[config.mk]
export PLATFORM = sky130hd
export DESIGN_NAME = motor_lock_fault_response
export DESIGN_NICKNAME = d
export VERILOG_FILES = /design/src/motor_lock_fault_response.v
export VERILOG_INCLUDE_DIRS = /design/src
export SDC_FILE = /design/constraint.sdc
export NUM_CORES = 1
export LEC_CHECK = 0
export ABC_AREA = 0
export BUFFER_PORTS_ARGS = -buffer_cell sky130_fd_sc_hd__buf_2
export CAP_MARGIN = 20
export CELL_PAD_IN_SITES_DETAIL_PLACEMENT = 1
export CELL_PAD_IN_SITES_GLOBAL_PLACEMENT = 2
export CORE_AREA = 2 2 138 140
export DETAILED_ROUTE_END_ITERATION = 12
export DIE_AREA = 0 0 140 142
export PLACE_DENSITY = 0.79
export RECOVER_POWER = 25
export SYNTH_ARGS = -nofsm -noshare
export SYNTH_HDL_FRONTEND = slang
export SYNTH_SLANG_ARGS = --single-unit
[constraint.sdc]
create_clock -name clk -period 5.7 [get_ports clk]
set_clock_uncertainty 0.05 [all_clocks]
set_input_delay 1.14 -clock clk [delete_from_list [all_inputs] [get_ports clk]]
set_output_delay 1.14 -clock clk [all_outputs]
set_load 0.02 [all_outputs]
[src/lock_fault_defines.vh]
// Register offsets, field positions, reset values and timing constants for lock fault response
`ifndef LOCK_FAULT_DEFINES_VH
`define LOCK_FAULT_DEFINES_VH

`define FAULT_SETTINGS_FIRST_OFS 8'h90
`define FAULT_SETTINGS_SECOND_OFS 8'h92
`define FAULT_SETTINGS_FIRST_RST 32'h00000000
`define FAULT_SETTINGS_SECOND_RST 32'h00000000

`define LRI_MSB 10
`define LRI_LSB 7
`define LRM_MSB 6
`define LRM_LSB 3
`define PD_TIMEOUT_EN_BIT 2
`define PD_FREQ_EN_BIT 1
`define SAT_EN_BIT 0
`define RETRY_LIMIT_MSB 2
`define RETRY_LIMIT_LSB 0

`define CLK_MHZ 250
`define RETRY_300_MS 300
`define RETRY_500_MS 500
`define RETRY_STEP_MS 1000
`define MS_CYCLES (`CLK_MHZ * 1000)

`define DRV_RUN 2'h0
`define DRV_TRISTATE 2'h1
`define DRV_HS_BRAKE 2'h2
`define DRV_LS_BRAKE 2'h3

`endif

[src/motor_lock_fault_response.v]
// Motor lock fault reaction logic with configuration registers
//
// Overview of operation
// - Modes 0,1: latch fault, assert fault, tristate
// - Mode 2: latch fault, assert fault, high-side brake
// - Mode 3: latch fault, assert fault, low-side brake
// - Modes 4,5: auto clear after retry interval
// - Retries over limit latch fault; 4,5 tristate
// - Mode 6: retries, then latched high-side brake
// - Mode 7: retries, then latched low-side brake
// - Mode 8: report only, drivers unchanged
// - Modes 9 to 15: lock detection disabled
// - Position detect timeout fault needs enable
// - Position detect frequency fault needs enable
// - Loop saturation flags need enable bit
// - Second settings register at 0x92, resets zero
// - Retry interval codes: 300ms, 500ms, 1-14s
`timescale 1ns/100ps
`include "lock_fault_defines.vh"

module motor_lock_fault_response #(
    parameter MS_COUNT = `MS_CYCLES,
    parameter RETRY_W = 3
)(
    input wire clk,
    input wire rst_b,
    input wire [7:0] reg_addr,
    input wire reg_wr,
    input wire [31:0] reg_wdata,
    output reg [31:0] reg_rdata,
    input wire lock_detect,
    input wire pd_timeout_event,
    input wire pd_freq_event,
    input wire current_loop_sat,
    input wire speed_loop_sat,
    input wire fault_clear,
    output reg fault_out_n,
    output reg [1:0] drive_state,
    output reg lock_fault_active,
    output reg lock_fault_latched,
    output reg pd_timeout_fault,
    output reg pd_freq_fault,
    output reg current_loop_sat_flag,
    output reg speed_loop_sat_flag,
    output reg [RETRY_W:0] retry_count
);

    localparam ST_IDLE = 2'h0;
    localparam ST_WAIT = 2'h1;
    localparam ST_LATCHED = 2'h2;
    localparam ST_REPORT = 2'h3;

    reg [31:0] settings_first_q;
    reg [31:0] settings_second_q;
    reg [1:0] state_q;
    reg [1:0] state_d;
    reg [13:0] ms_left_q;
    reg [17:0] sub_q;
    wire ms_tick;

    wire [3:0] lock_mode = settings_first_q[`LRM_MSB:`LRM_LSB];
    wire [3:0] retry_code = settings_first_q[`LRI_MSB:`LRI_LSB];
    wire [RETRY_W-1:0] retry_limit = settings_second_q[`RETRY_LIMIT_MSB:`RETRY_LIMIT_LSB];

    // Retry interval in milliseconds for a 4-bit code
    function [13:0] retry_ms;
        input [3:0] code;
        begin
            case (code)
                4'h0: retry_ms = 14'd`RETRY_300_MS;
                4'h1: retry_ms = 14'd`RETRY_500_MS;
                default: retry_ms = ({10'h000, code} - 14'h0001) * 14'd`RETRY_STEP_MS;
            endcase
        end
    endfunction

    // Latched driver state a lock mode ends in
    function [1:0] final_drive;
        input [3:0] mode;
        begin
            case (mode)
                4'h2, 4'h6: final_drive = `DRV_HS_BRAKE;
                4'h3, 4'h7: final_drive = `DRV_LS_BRAKE;
                default: final_drive = `DRV_TRISTATE;
            endcase
        end
    endfunction

    wire retry_mode = (lock_mode >= 4'h4) && (lock_mode <= 4'h7);
    wire latch_mode = (lock_mode <= 4'h3);
    wire report_mode = (lock_mode == 4'h8);

    // Register writes; reads return stored values
    always @(posedge clk or negedge rst_b)
    begin
        if (!rst_b)
        begin
            settings_first_q <= `FAULT_SETTINGS_FIRST_RST;
            settings_second_q <= `FAULT_SETTINGS_SECOND_RST;
        end
        else if (reg_wr)
        begin
            if (reg_addr == `FAULT_SETTINGS_FIRST_OFS)
                settings_first_q <= reg_wdata;
            if (reg_addr == `FAULT_SETTINGS_SECOND_OFS)
                settings_second_q <= reg_wdata;
        end
    end

    // Read data trails the address by one cycle; unmapped offsets read as zero
    always @(posedge clk or negedge rst_b)
    begin
        if (!rst_b)
        begin
            reg_rdata <= 32'h00000000;
        end
        else if (reg_addr == `FAULT_SETTINGS_FIRST_OFS)
        begin
            reg_rdata <= settings_first_q;
        end
        else if (reg_addr == `FAULT_SETTINGS_SECOND_OFS)
        begin
            reg_rdata <= settings_second_q;
        end
        else
        begin
            reg_rdata <= 32'h00000000;
        end
    end

    // Millisecond enable; runs only while waiting so each retry interval starts aligned
    localparam [31:0] MS_LAST = MS_COUNT - 1;
    assign ms_tick = (state_q == ST_WAIT) && (sub_q == MS_LAST[17:0]);

    always @(posedge clk or negedge rst_b)
    begin
        if (!rst_b)
        begin
            sub_q <= 18'h00000;
        end
        else if (state_q != ST_WAIT || ms_tick)
        begin
            sub_q <= 18'h00000;
        end
        else
        begin
            sub_q <= sub_q + 18'h00001;
        end
    end

    always @*
    begin
        state_d = state_q;
        case (state_q)
            ST_IDLE:
            begin
                if (lock_detect)
                begin
                    if (latch_mode)
                        state_d = ST_LATCHED;
                    else if (retry_mode)
                        state_d = (retry_count > {1'b0, retry_limit}) ? ST_LATCHED : ST_WAIT;
                    else if (report_mode)
                        state_d = ST_REPORT;
                end
            end
            ST_WAIT:
            begin
                if (!retry_mode)
                    state_d = ST_IDLE;
                else if (ms_tick && ms_left_q == 14'h0001)
                    state_d = ST_IDLE;
            end
            ST_LATCHED:
            begin
                if (fault_clear)
                    state_d = ST_IDLE;
            end
            ST_REPORT:
            begin
                if (!lock_detect || !report_mode)
                    state_d = ST_IDLE;
            end
            default: state_d = ST_IDLE;
        endcase
    end

    always @(posedge clk or negedge rst_b)
    begin
        if (!rst_b)
        begin
            state_q <= ST_IDLE;
            ms_left_q <= 14'h0000;
            retry_count <= {(RETRY_W+1){1'b0}};
            drive_state <= `DRV_RUN;
        end
        else
        begin
            state_q <= state_d;
            if (state_q == ST_IDLE && state_d == ST_WAIT)
            begin
                ms_left_q <= retry_ms(retry_code);
                retry_count <= retry_count + 1'b1;
            end
            else if (ms_tick)
                ms_left_q <= ms_left_q - 14'h0001;
            if (state_q == ST_LATCHED && fault_clear)
                retry_count <= {(RETRY_W+1){1'b0}};
            case (state_d)
                ST_LATCHED: drive_state <= final_drive(lock_mode);
                ST_WAIT: drive_state <= `DRV_TRISTATE;
                default: drive_state <= `DRV_RUN;
            endcase
        end
    end

    // Enables for the sticky faults and saturation flags; qualified events shared by the sticky faults and the fault pin
    wire timeout_en = settings_first_q[`PD_TIMEOUT_EN_BIT];
    wire freq_en = settings_first_q[`PD_FREQ_EN_BIT];
    wire sat_en = settings_first_q[`SAT_EN_BIT];
    wire timeout_set = pd_timeout_event && timeout_en;
    wire freq_set = pd_freq_event && freq_en;
    // A fault seen over the clear edge would otherwise hold the pin low one extra cycle
    wire timeout_held = pd_timeout_fault && !fault_clear;
    wire freq_held = pd_freq_fault && !fault_clear;
    wire pd_fault_next = timeout_set || timeout_held || freq_set || freq_held;

    // Position detect faults are sticky; a new event wins over a clear in the same cycle
    always @(posedge clk or negedge rst_b)
    begin
        if (!rst_b)
        begin
            pd_timeout_fault <= 1'b0;
        end
        else if (timeout_set)
        begin
            pd_timeout_fault <= 1'b1;
        end
        else if (fault_clear || !timeout_en)
        begin
            pd_timeout_fault <= 1'b0;
        end
    end

    always @(posedge clk or negedge rst_b)
    begin
        if (!rst_b)
        begin
            pd_freq_fault <= 1'b0;
        end
        else if (freq_set)
        begin
            pd_freq_fault <= 1'b1;
        end
        else if (fault_clear || !freq_en)
        begin
            pd_freq_fault <= 1'b0;
        end
    end

    // Saturation flags follow the raw levels gated by the enable bit, one cycle later; they are not sticky
    always @(posedge clk or negedge rst_b)
    begin
        if (!rst_b)
        begin
            current_loop_sat_flag <= 1'b0;
            speed_loop_sat_flag <= 1'b0;
        end
        else
        begin
            current_loop_sat_flag <= current_loop_sat && sat_en;
            speed_loop_sat_flag <= speed_loop_sat && sat_en;
        end
    end

    // Status follows the next state so it lines up with drive_state
    always @(posedge clk or negedge rst_b)
    begin
        if (!rst_b)
        begin
            lock_fault_active <= 1'b0;
            lock_fault_latched <= 1'b0;
        end
        else
        begin
            lock_fault_active <= (state_d != ST_IDLE);
            lock_fault_latched <= (state_d == ST_LATCHED);
        end
    end

    // Any lock state but idle, or an enabled position fault, pulls the pin low
    wire lock_pending = (state_d != ST_IDLE);

    always @(posedge clk or negedge rst_b)
    begin
        if (!rst_b)
        begin
            fault_out_n <= 1'b1;
        end
        else
        begin
            fault_out_n <= !(lock_pending || pd_fault_next);
        end
    end

endmodule

==> out/qor.yml, run 1 <==
status:
  status: "finished, violations left"
  violations: "max-capacitance violations, max-slew violations"
grt:
  antenna_found_initial: 2
  grt_overflow_total: 0
  grt_pass1_wl_um: 28600
  grt_max_degree: 89
  track_usage_pct: 18.4
  grt_pass1_vias: 5728
sta:
  tns_ns: 0
  slew_headroom_pct: -167
  fin_crit_sh_pct: 92.2
  layout_setup_ws_ns: 0.445
  maxSlewViolCount: 89
  rsz0062_at_grt: "no"
  fin_crit_ns: 5.25
  hold_viol_final: 0
  fmax_mhz: 190
  setup_violations: 0
  tightest_slew_ns: 4.00
synthesis:
  synth_area_leaders: "dfrtp_1, mux2_2, ha_1"
  syn_area_per_cell_um2: 11.8
  syn-num-nets: 694
  synth_area_leader_cell: "dfrtp_1"
  synth_cell_type_count: 61
  ys_warn_count: 0
  synth_edf_count: 0
  synth_ff_type: "dfrtp_1"
  synth_top_area_share_pct: 50.3
  synth_seq_cells: 143
  ys_seq_area_share_pct: 50.6
  synth_area_mm2: 0.00707
  ys_async_sr_fraction_pct: 100
  postSynthCellCount: 600
floorplan:
  num_io_pins: 94
  chipHeight_um: 142
  design.die.area_mm2: 0.0199
  start_util_pct: 38.3
  core_mm2: 0.0185
  fp.dieW_um: 140
  row_count: 50
power_and_ir_drop:
  power_mw: 3.35
  cellPowerDensity_mw_per_mm2: 400
  vdd_ir_drop_max_uv: 224
  p_leak_nw: 4.16
clock_tree:
  cts_sinks: 143
  cts_root_buf: "clkbuf_16"
  cts.clk_slew.worst_paths_ns: 0.06
  cts.htree.levels: 4
  cts_tree: "built"
  clkLatencyLatePin_ns: 0.42
  cts_made_buffers: 17
  cts_buffer_depth: 2
  cts_setup_buffers: 0
worst_hold_path:
  hp-class: "flop to flop"
  worstHoldStart: "sub_q[0]$_DFF_PN0_"
  whs_path_depth: 1
  holdPathEnd: "sub_q[0]$_DFF_PN0_"
final_layout:
  fin_nets: 788
  syn_to_final_growth_pct: 18.3
  drive_gt1_share_pct: 27.5
  mostFrequentLayoutCells: "dfrtp_1, buf_2, mux2_2"
  final_area_mm2: 0.00836
  layout_commonest_cell: "dfrtp_1"
  nFillCells: 1999
  stdcell_count: 942
place:
  placed_cells: 909
  globalplace.congestion: 0.761
  placed_area_mm2: 0.00777
  portBuffers: 93
  place_ws_ns: 0.254
  dpl.hpwl_um: 12600
worst_setup_path:
  slowest_stage: "fa_1"
  cp-start-kind: "flop"
  crit_fanout: 9
  reg2reg_depth: 19
  cp-end-kind: "flop"
  cpPeakStageDelay_ns: 0.51
  path_common_cell: "inv_1"
  r2r-end: "ms_left_q[12]$_DFFE_PN0P_"
  reg2reg_from: "settings_first_q[7]$_DFFE_PN0P_"
  ff2ff_setup_slack_ns: 0.45
  cp_cell_sequence: "inv_1, ha_1, or3b_4, inv_1, ha_1, inv_1, fa_1, inv_1, fa_1, inv_1, fa_1, inv_1, ha_1, a211o_1, o211ai_1, a21boi_0, o211a_1, o31ai_1, a22oi_1"
  critPathKind: "flop to flop"
  cp_data_arrival_time_ns: 5.48
  required_ns: 5.93
detailed_routing:
  drtAntennaViolNets: 0
  routed_wirelength_um: 17400
  drt-pass1-iter-count: 6
  drt_iter0_drc: 176
  drt-vias-per-instance: 5.30
  drc: 0
  vias: 4994
  detail_route.wl_per_cell_um: 18.5
run:
  maxCapViolCount: 1
[metal layers]
| metal | track usage, % | vias up | routed length (um) |
|---|---|---|---|
| li1 | - | 2319 | - |
| met1 | 20.4 | 2570 | 7130 |
| met2 | 33.4 | 85 | 9100 |
| met3 | 6.70 | 20 | 994 |
| met4 | 5.32 | 0 | 223 |
| met5 | 0 | - | 0 |
[what timing repair did]
action	in CTS	in global routing
setup endpoints to repair	0	2
hold buffers	0	0
gates resized for setup	0	1
hold endpoints to repair	0	0
[cell families (layout without fill, tap and decap cells)]
family                     count (synthesis)  after routing  synth area share [%]
other                                      0              2                     0
xor gates and xnor gates                  34             34                  4.21
and+or+nand+nor                          143            143                  11.0
muxes                                     65             65                  10.3
AOI/OAI and AO/OA                        112            112                  11.2
DFF                                      143            143                  50.6
adders and majority gates                 45             45                  9.24
buffers and inverters                     58            164                  3.38
[synth_stat cells (3+ instances only)]
cell type and instances:
nand2b_1 3, clkbuf_1 14, o21ai_1 14, nor3b_1 5
buf_1 3, nand3_1 11, a22o_1 32, o31ai_1 3
a211oi_1 4, a211o_1 3, and3_1 6, nor3_1 9
o22a_1 3, nor4_1 4, mux2_1 9, nand4_1 4
a21oi_1 14, a21o_1 6, a31oi_1 6, dfrtp_1 142
and2_1 6, buf_2 5, o21ai_0 11, nor2_1 39
fa_1 12, inv_1 34, xor2_1 17, nand2_1 29
mux2_2 55, xnor2_1 17, nor2b_1 5, ha_1 33
[how the worst max path moves through the flow]
stage / startpoint / end / cells after the start
after global placement: settings_first_q[7]$_DFFE_PN0P_ / ms_left_q[12]$_DFFE_PN0P_ / 19
after CTS: settings_first_q[7]$_DFFE_PN0P_ / ms_left_q[12]$_DFFE_PN0P_ / 19
after floorplan: settings_first_q[7]$_DFFE_PN0P_ / ms_left_q[12]$_DFFE_PN0P_ / 21
after detailed placement: settings_first_q[7]$_DFFE_PN0P_ / ms_left_q[12]$_DFFE_PN0P_ / 19
final: settings_first_q[7]$_DFFE_PN0P_ / ms_left_q[12]$_DFFE_PN0P_ / 19
after global routing: settings_first_q[7]$_DFFE_PN0P_ / ms_left_q[12]$_DFFE_PN0P_ / 19
[worst max-delay path, delay by kind of cell, from the launching register on]
family,cells,cell delay (ns)
adder cells (fa/ha/maj),6,2.24
AO/OA/AOI/OAI,6,1.19
buffers and inverters,6,0.66
flip-flops,1,0.48
AND/OR/NAND/NOR,1,0.48
[layout make-up]
cell class | instances | area, um2 | area share, %
repair buffers | 99 | 513 | 6.13
multi-input cells | 399 | 3250 | 38.9
flip-flops and latches | 143 | 3580 | 42.8
clock buffers | 19 | 433 | 5.18
clock inverters | 12 | 159 | 1.90
inverters | 34 | 128 | 1.53
well taps | 234 | 293 | 3.50
diodes | 2 | 5.00 | 0.0598
[flip-flops by register name, indices dropped and copies added, names as in the netlist]
| register | count |
|---|---|
| reg_rdata | 32 |
| settings_first_q | 32 |
| settings_second_q | 32 |
| sub_q | 18 |
| ms_left_q | 14 |
| retry_count | 4 |
| drive_state | 2 |
| state_q | 2 |
| current_loop_sat_flag | 1 |
| fault_out_n | 1 |
| lock_fault_active | 1 |
| lock_fault_latched | 1 |
| pd_freq_fault | 1 |
| pd_timeout_fault | 1 |
| speed_loop_sat_flag | 1 |
[power breakdown]
group          switching [mW]  leakage (nW)  internal (mW)
logic                   0.604          1.92          0.496
clock network           0.437         0.285          0.690
registers              0.0542          1.95           1.07
[metrics by stage]
step | hold WS [ns] | util (%)
floorplan | 0.375 | -
global placement | 0.390 | 42.1
detailed placement | 0.403 | 42.1
CTS | 0.412 | 45.3
global route | 0.431 | 45.3
finish | 0.407 | 45.3
Power figures use the tool's default switching activity.
==> run 2: changes to the inputs <==
Settings changed: CORE_AREA 2 2 138 140 to 2 2 124 156, DIE_AREA 0 0 140 142 to 0 0 126 158.
Clock period 5.7 ns to 5.9 ns, I/O delays scaled along.
==> run 2 against run 1 <==
The run still ends with max-capacitance violations, max-slew violations left; clock power about the same; setup slack better by 0.20 ns; power shrank 3.2%; critical path depth is the same; cell area increased by 0.12%; critical endpoint unchanged; largest power group unchanged; highest routed layer is now met5.
==> out/qor.yml, run 2 (synthesis gave the netlist of run 1 again) <==
status:
  status: "finished, violations left"
  violations: "max-capacitance violations, max-slew violations"
detailed_routing:
  detail_route.wl_per_cell_um: 18.6
  drt_iter0_drc: 168
  drc: 0
  drt-vias-per-instance: 5.34
  vias: 5010
  drt-pass1-iter-count: 4
  drtAntennaViolNets: 0
  routed_wirelength_um: 17400
grt:
  track_usage_pct: 18.4
  grt_overflow_total: 0
  grt_max_degree: 101
  antenna_found_initial: 1
  grt_pass1_wl_um: 28800
  grt_pass1_vias: 5697
place:
  portBuffers: 93
  placed_cells: 907
  dpl.hpwl_um: 12600
  globalplace.congestion: 0.821
floorplan:
  row_count: 56
  chipHeight_um: 158
  core_mm2: 0.0185
  start_util_pct: 38.2
  design.die.area_mm2: 0.0199
  num_io_pins: 94
  fp.dieW_um: 126
worst_hold_path:
  hp-class: "flop to flop"
run:
  maxCapViolCount: 1
clock_tree:
  cts.clk_slew.worst_paths_ns: 0.07
  cts_resized: 0
  cts_root_buf: "clkbuf_16"
  cts_made_buffers: 17
  cts_setup_buffers: 0
  clkLatencyLatePin_ns: 0.42
  cts_hold_buf: 0
  cts_tree: "built"
  cts_sinks: 143
  cts_buffer_depth: 2
  cts.htree.levels: 4
power_and_ir_drop:
  cellPowerDensity_mw_per_mm2: 387
  internal_power_mw: 2.12
  clkPwrFrac_pct: 33.9
  p_leak_nw: 4.18
  vdd_ir_drop_max_uv: 201
  swShare_pct: 34.6
  p_seq_share_pct: 33.4
  pwr-share-comb_pct: 32.7
  netSwitchingPower_mw: 1.12
sta:
  fin_crit_sh_pct: 89.1
  fmax_mhz: 190
  fin_crit_ns: 5.26
  hold_viol_final: 0
  rsz0062_at_grt: "no"
  setup_violations: 0
  tns_ns: 0
  slew_headroom_pct: -71.6
  maxSlewViolCount: 101
  tightest_slew_ns: 2.57
final_layout:
  post-route-util_pct: 45.3
  mostFrequentLayoutCells: "dfrtp_1, buf_2, mux2_2"
  stdcell_count: 939
  num_antenna_cells: 0
  drive_gt1_share_pct: 27.9
  syn_to_final_growth_pct: 18.4
  layout_commonest_cell: "dfrtp_1"
  fin_nets: 788
  top_regs: "reg_rdata x32, settings_first_q x32, settings_second_q x32"
worst_setup_path:
  ff2ff_setup_slack_ns: 0.64
  cpPeakStageDelay_ns: 0.51
  critPathKind: "flop to flop"
  cp-start-kind: "flop"
  required_ns: 6.15
  cp_cell_sequence: "inv_1, ha_1, or3b_1, inv_1, ha_1, inv_1, fa_1, inv_1, fa_1, inv_1, fa_1, inv_1, ha_1, a211o_1, o211ai_1, a21boi_0, o211a_1, o31ai_1, a22oi_1"
  critPathBufInv: 6
  path_common_cell: "inv_1"
  crit_fanout: 9
  cp-end-kind: "flop"
  cp_data_arrival_time_ns: 5.51
  crit_family: "adder cells"
  slowest_stage: "dfrtp_1"
[run 2: worst reg2reg max path: stages, from the launching register on]
cell      delay (ns)
dfrtp_1         0.51
inv_1           0.15
ha_1            0.27
or3b_1          0.43
inv_1           0.27
ha_1            0.39
inv_1           0.06
fa_1            0.50
inv_1           0.05
fa_1            0.49
inv_1           0.05
fa_1            0.50
inv_1           0.04
ha_1            0.23
a211o_1         0.28
o211ai_1        0.11
a21boi_0        0.15
o211a_1         0.25
o31ai_1         0.25
a22oi_1         0.10
[run 2: final cells by class]
| type | count | area, um2 |
|---|---|---|
| tap | 232 | 290 |
| timing repair buffer | 99 | 509 |
| clock inverter | 15 | 190 |
| fill | 2034 | 10100 |
| multi-input combinational | 399 | 3250 |
| sequential | 143 | 3580 |
| clock buffer | 17 | 425 |
| inverter | 34 | 128 |
[run 2: worst paths after layout]
| path | start | endpoint | depth (start not counted) |
|---|---|---|---|
| max | settings_first_q[7]$_DFFE_PN0P_ | ms_left_q[12]$_DFFE_PN0P_ | 19 |
| min | sub_q[0]$_DFF_PN0_ | sub_q[0]$_DFF_PN0_ | 1 |
| max reg2reg | settings_first_q[7]$_DFFE_PN0P_ | ms_left_q[12]$_DFFE_PN0P_ | 19 |
| min reg2reg | sub_q[0]$_DFF_PN0_ | sub_q[0]$_DFF_PN0_ | 1 |
| max in group asynchronous | rst_b | ms_left_q[9]$_DFFE_PN0P_ | 2 |
| min in group asynchronous | rst_b | ms_left_q[11]$_DFFE_PN0P_ | 1 |
[run 2: routing by layer]
layer	vias up	wire length, um	track usage (%)
met4	2	237	5.39
met2	94	9380	33.3
met1	2588	6840	20.5
met3	18	953	6.15
met5	-	16	0
li1	2308	-	-
[run 2: through the flow]
stage	total power [mW]	hold WS, ns	worst slack [ns]	cell area [um2]
after global placement	2.14	0.405	0.788	7770
after floorplan	1.89	0.375	0.767	7070
after CTS	3.29	0.423	0.592	8380
after detailed placement	2.17	0.413	0.590	7770
final	3.24	0.411	0.644	8370
after global routing	3.46	0.451	0.200	8370
[run 2: power by group through the flow]
stage / sequential (mW) / combinational, mW / clock, mW
floorplan: 1.09 / 0.802 / 0
global placement: 1.09 / 1.04 / 0
detailed placement: 1.10 / 1.07 / 0
CTS: 1.08 / 1.08 / 1.13
global route: 1.09 / 1.20 / 1.17
finish: 1.08 / 1.06 / 1.10
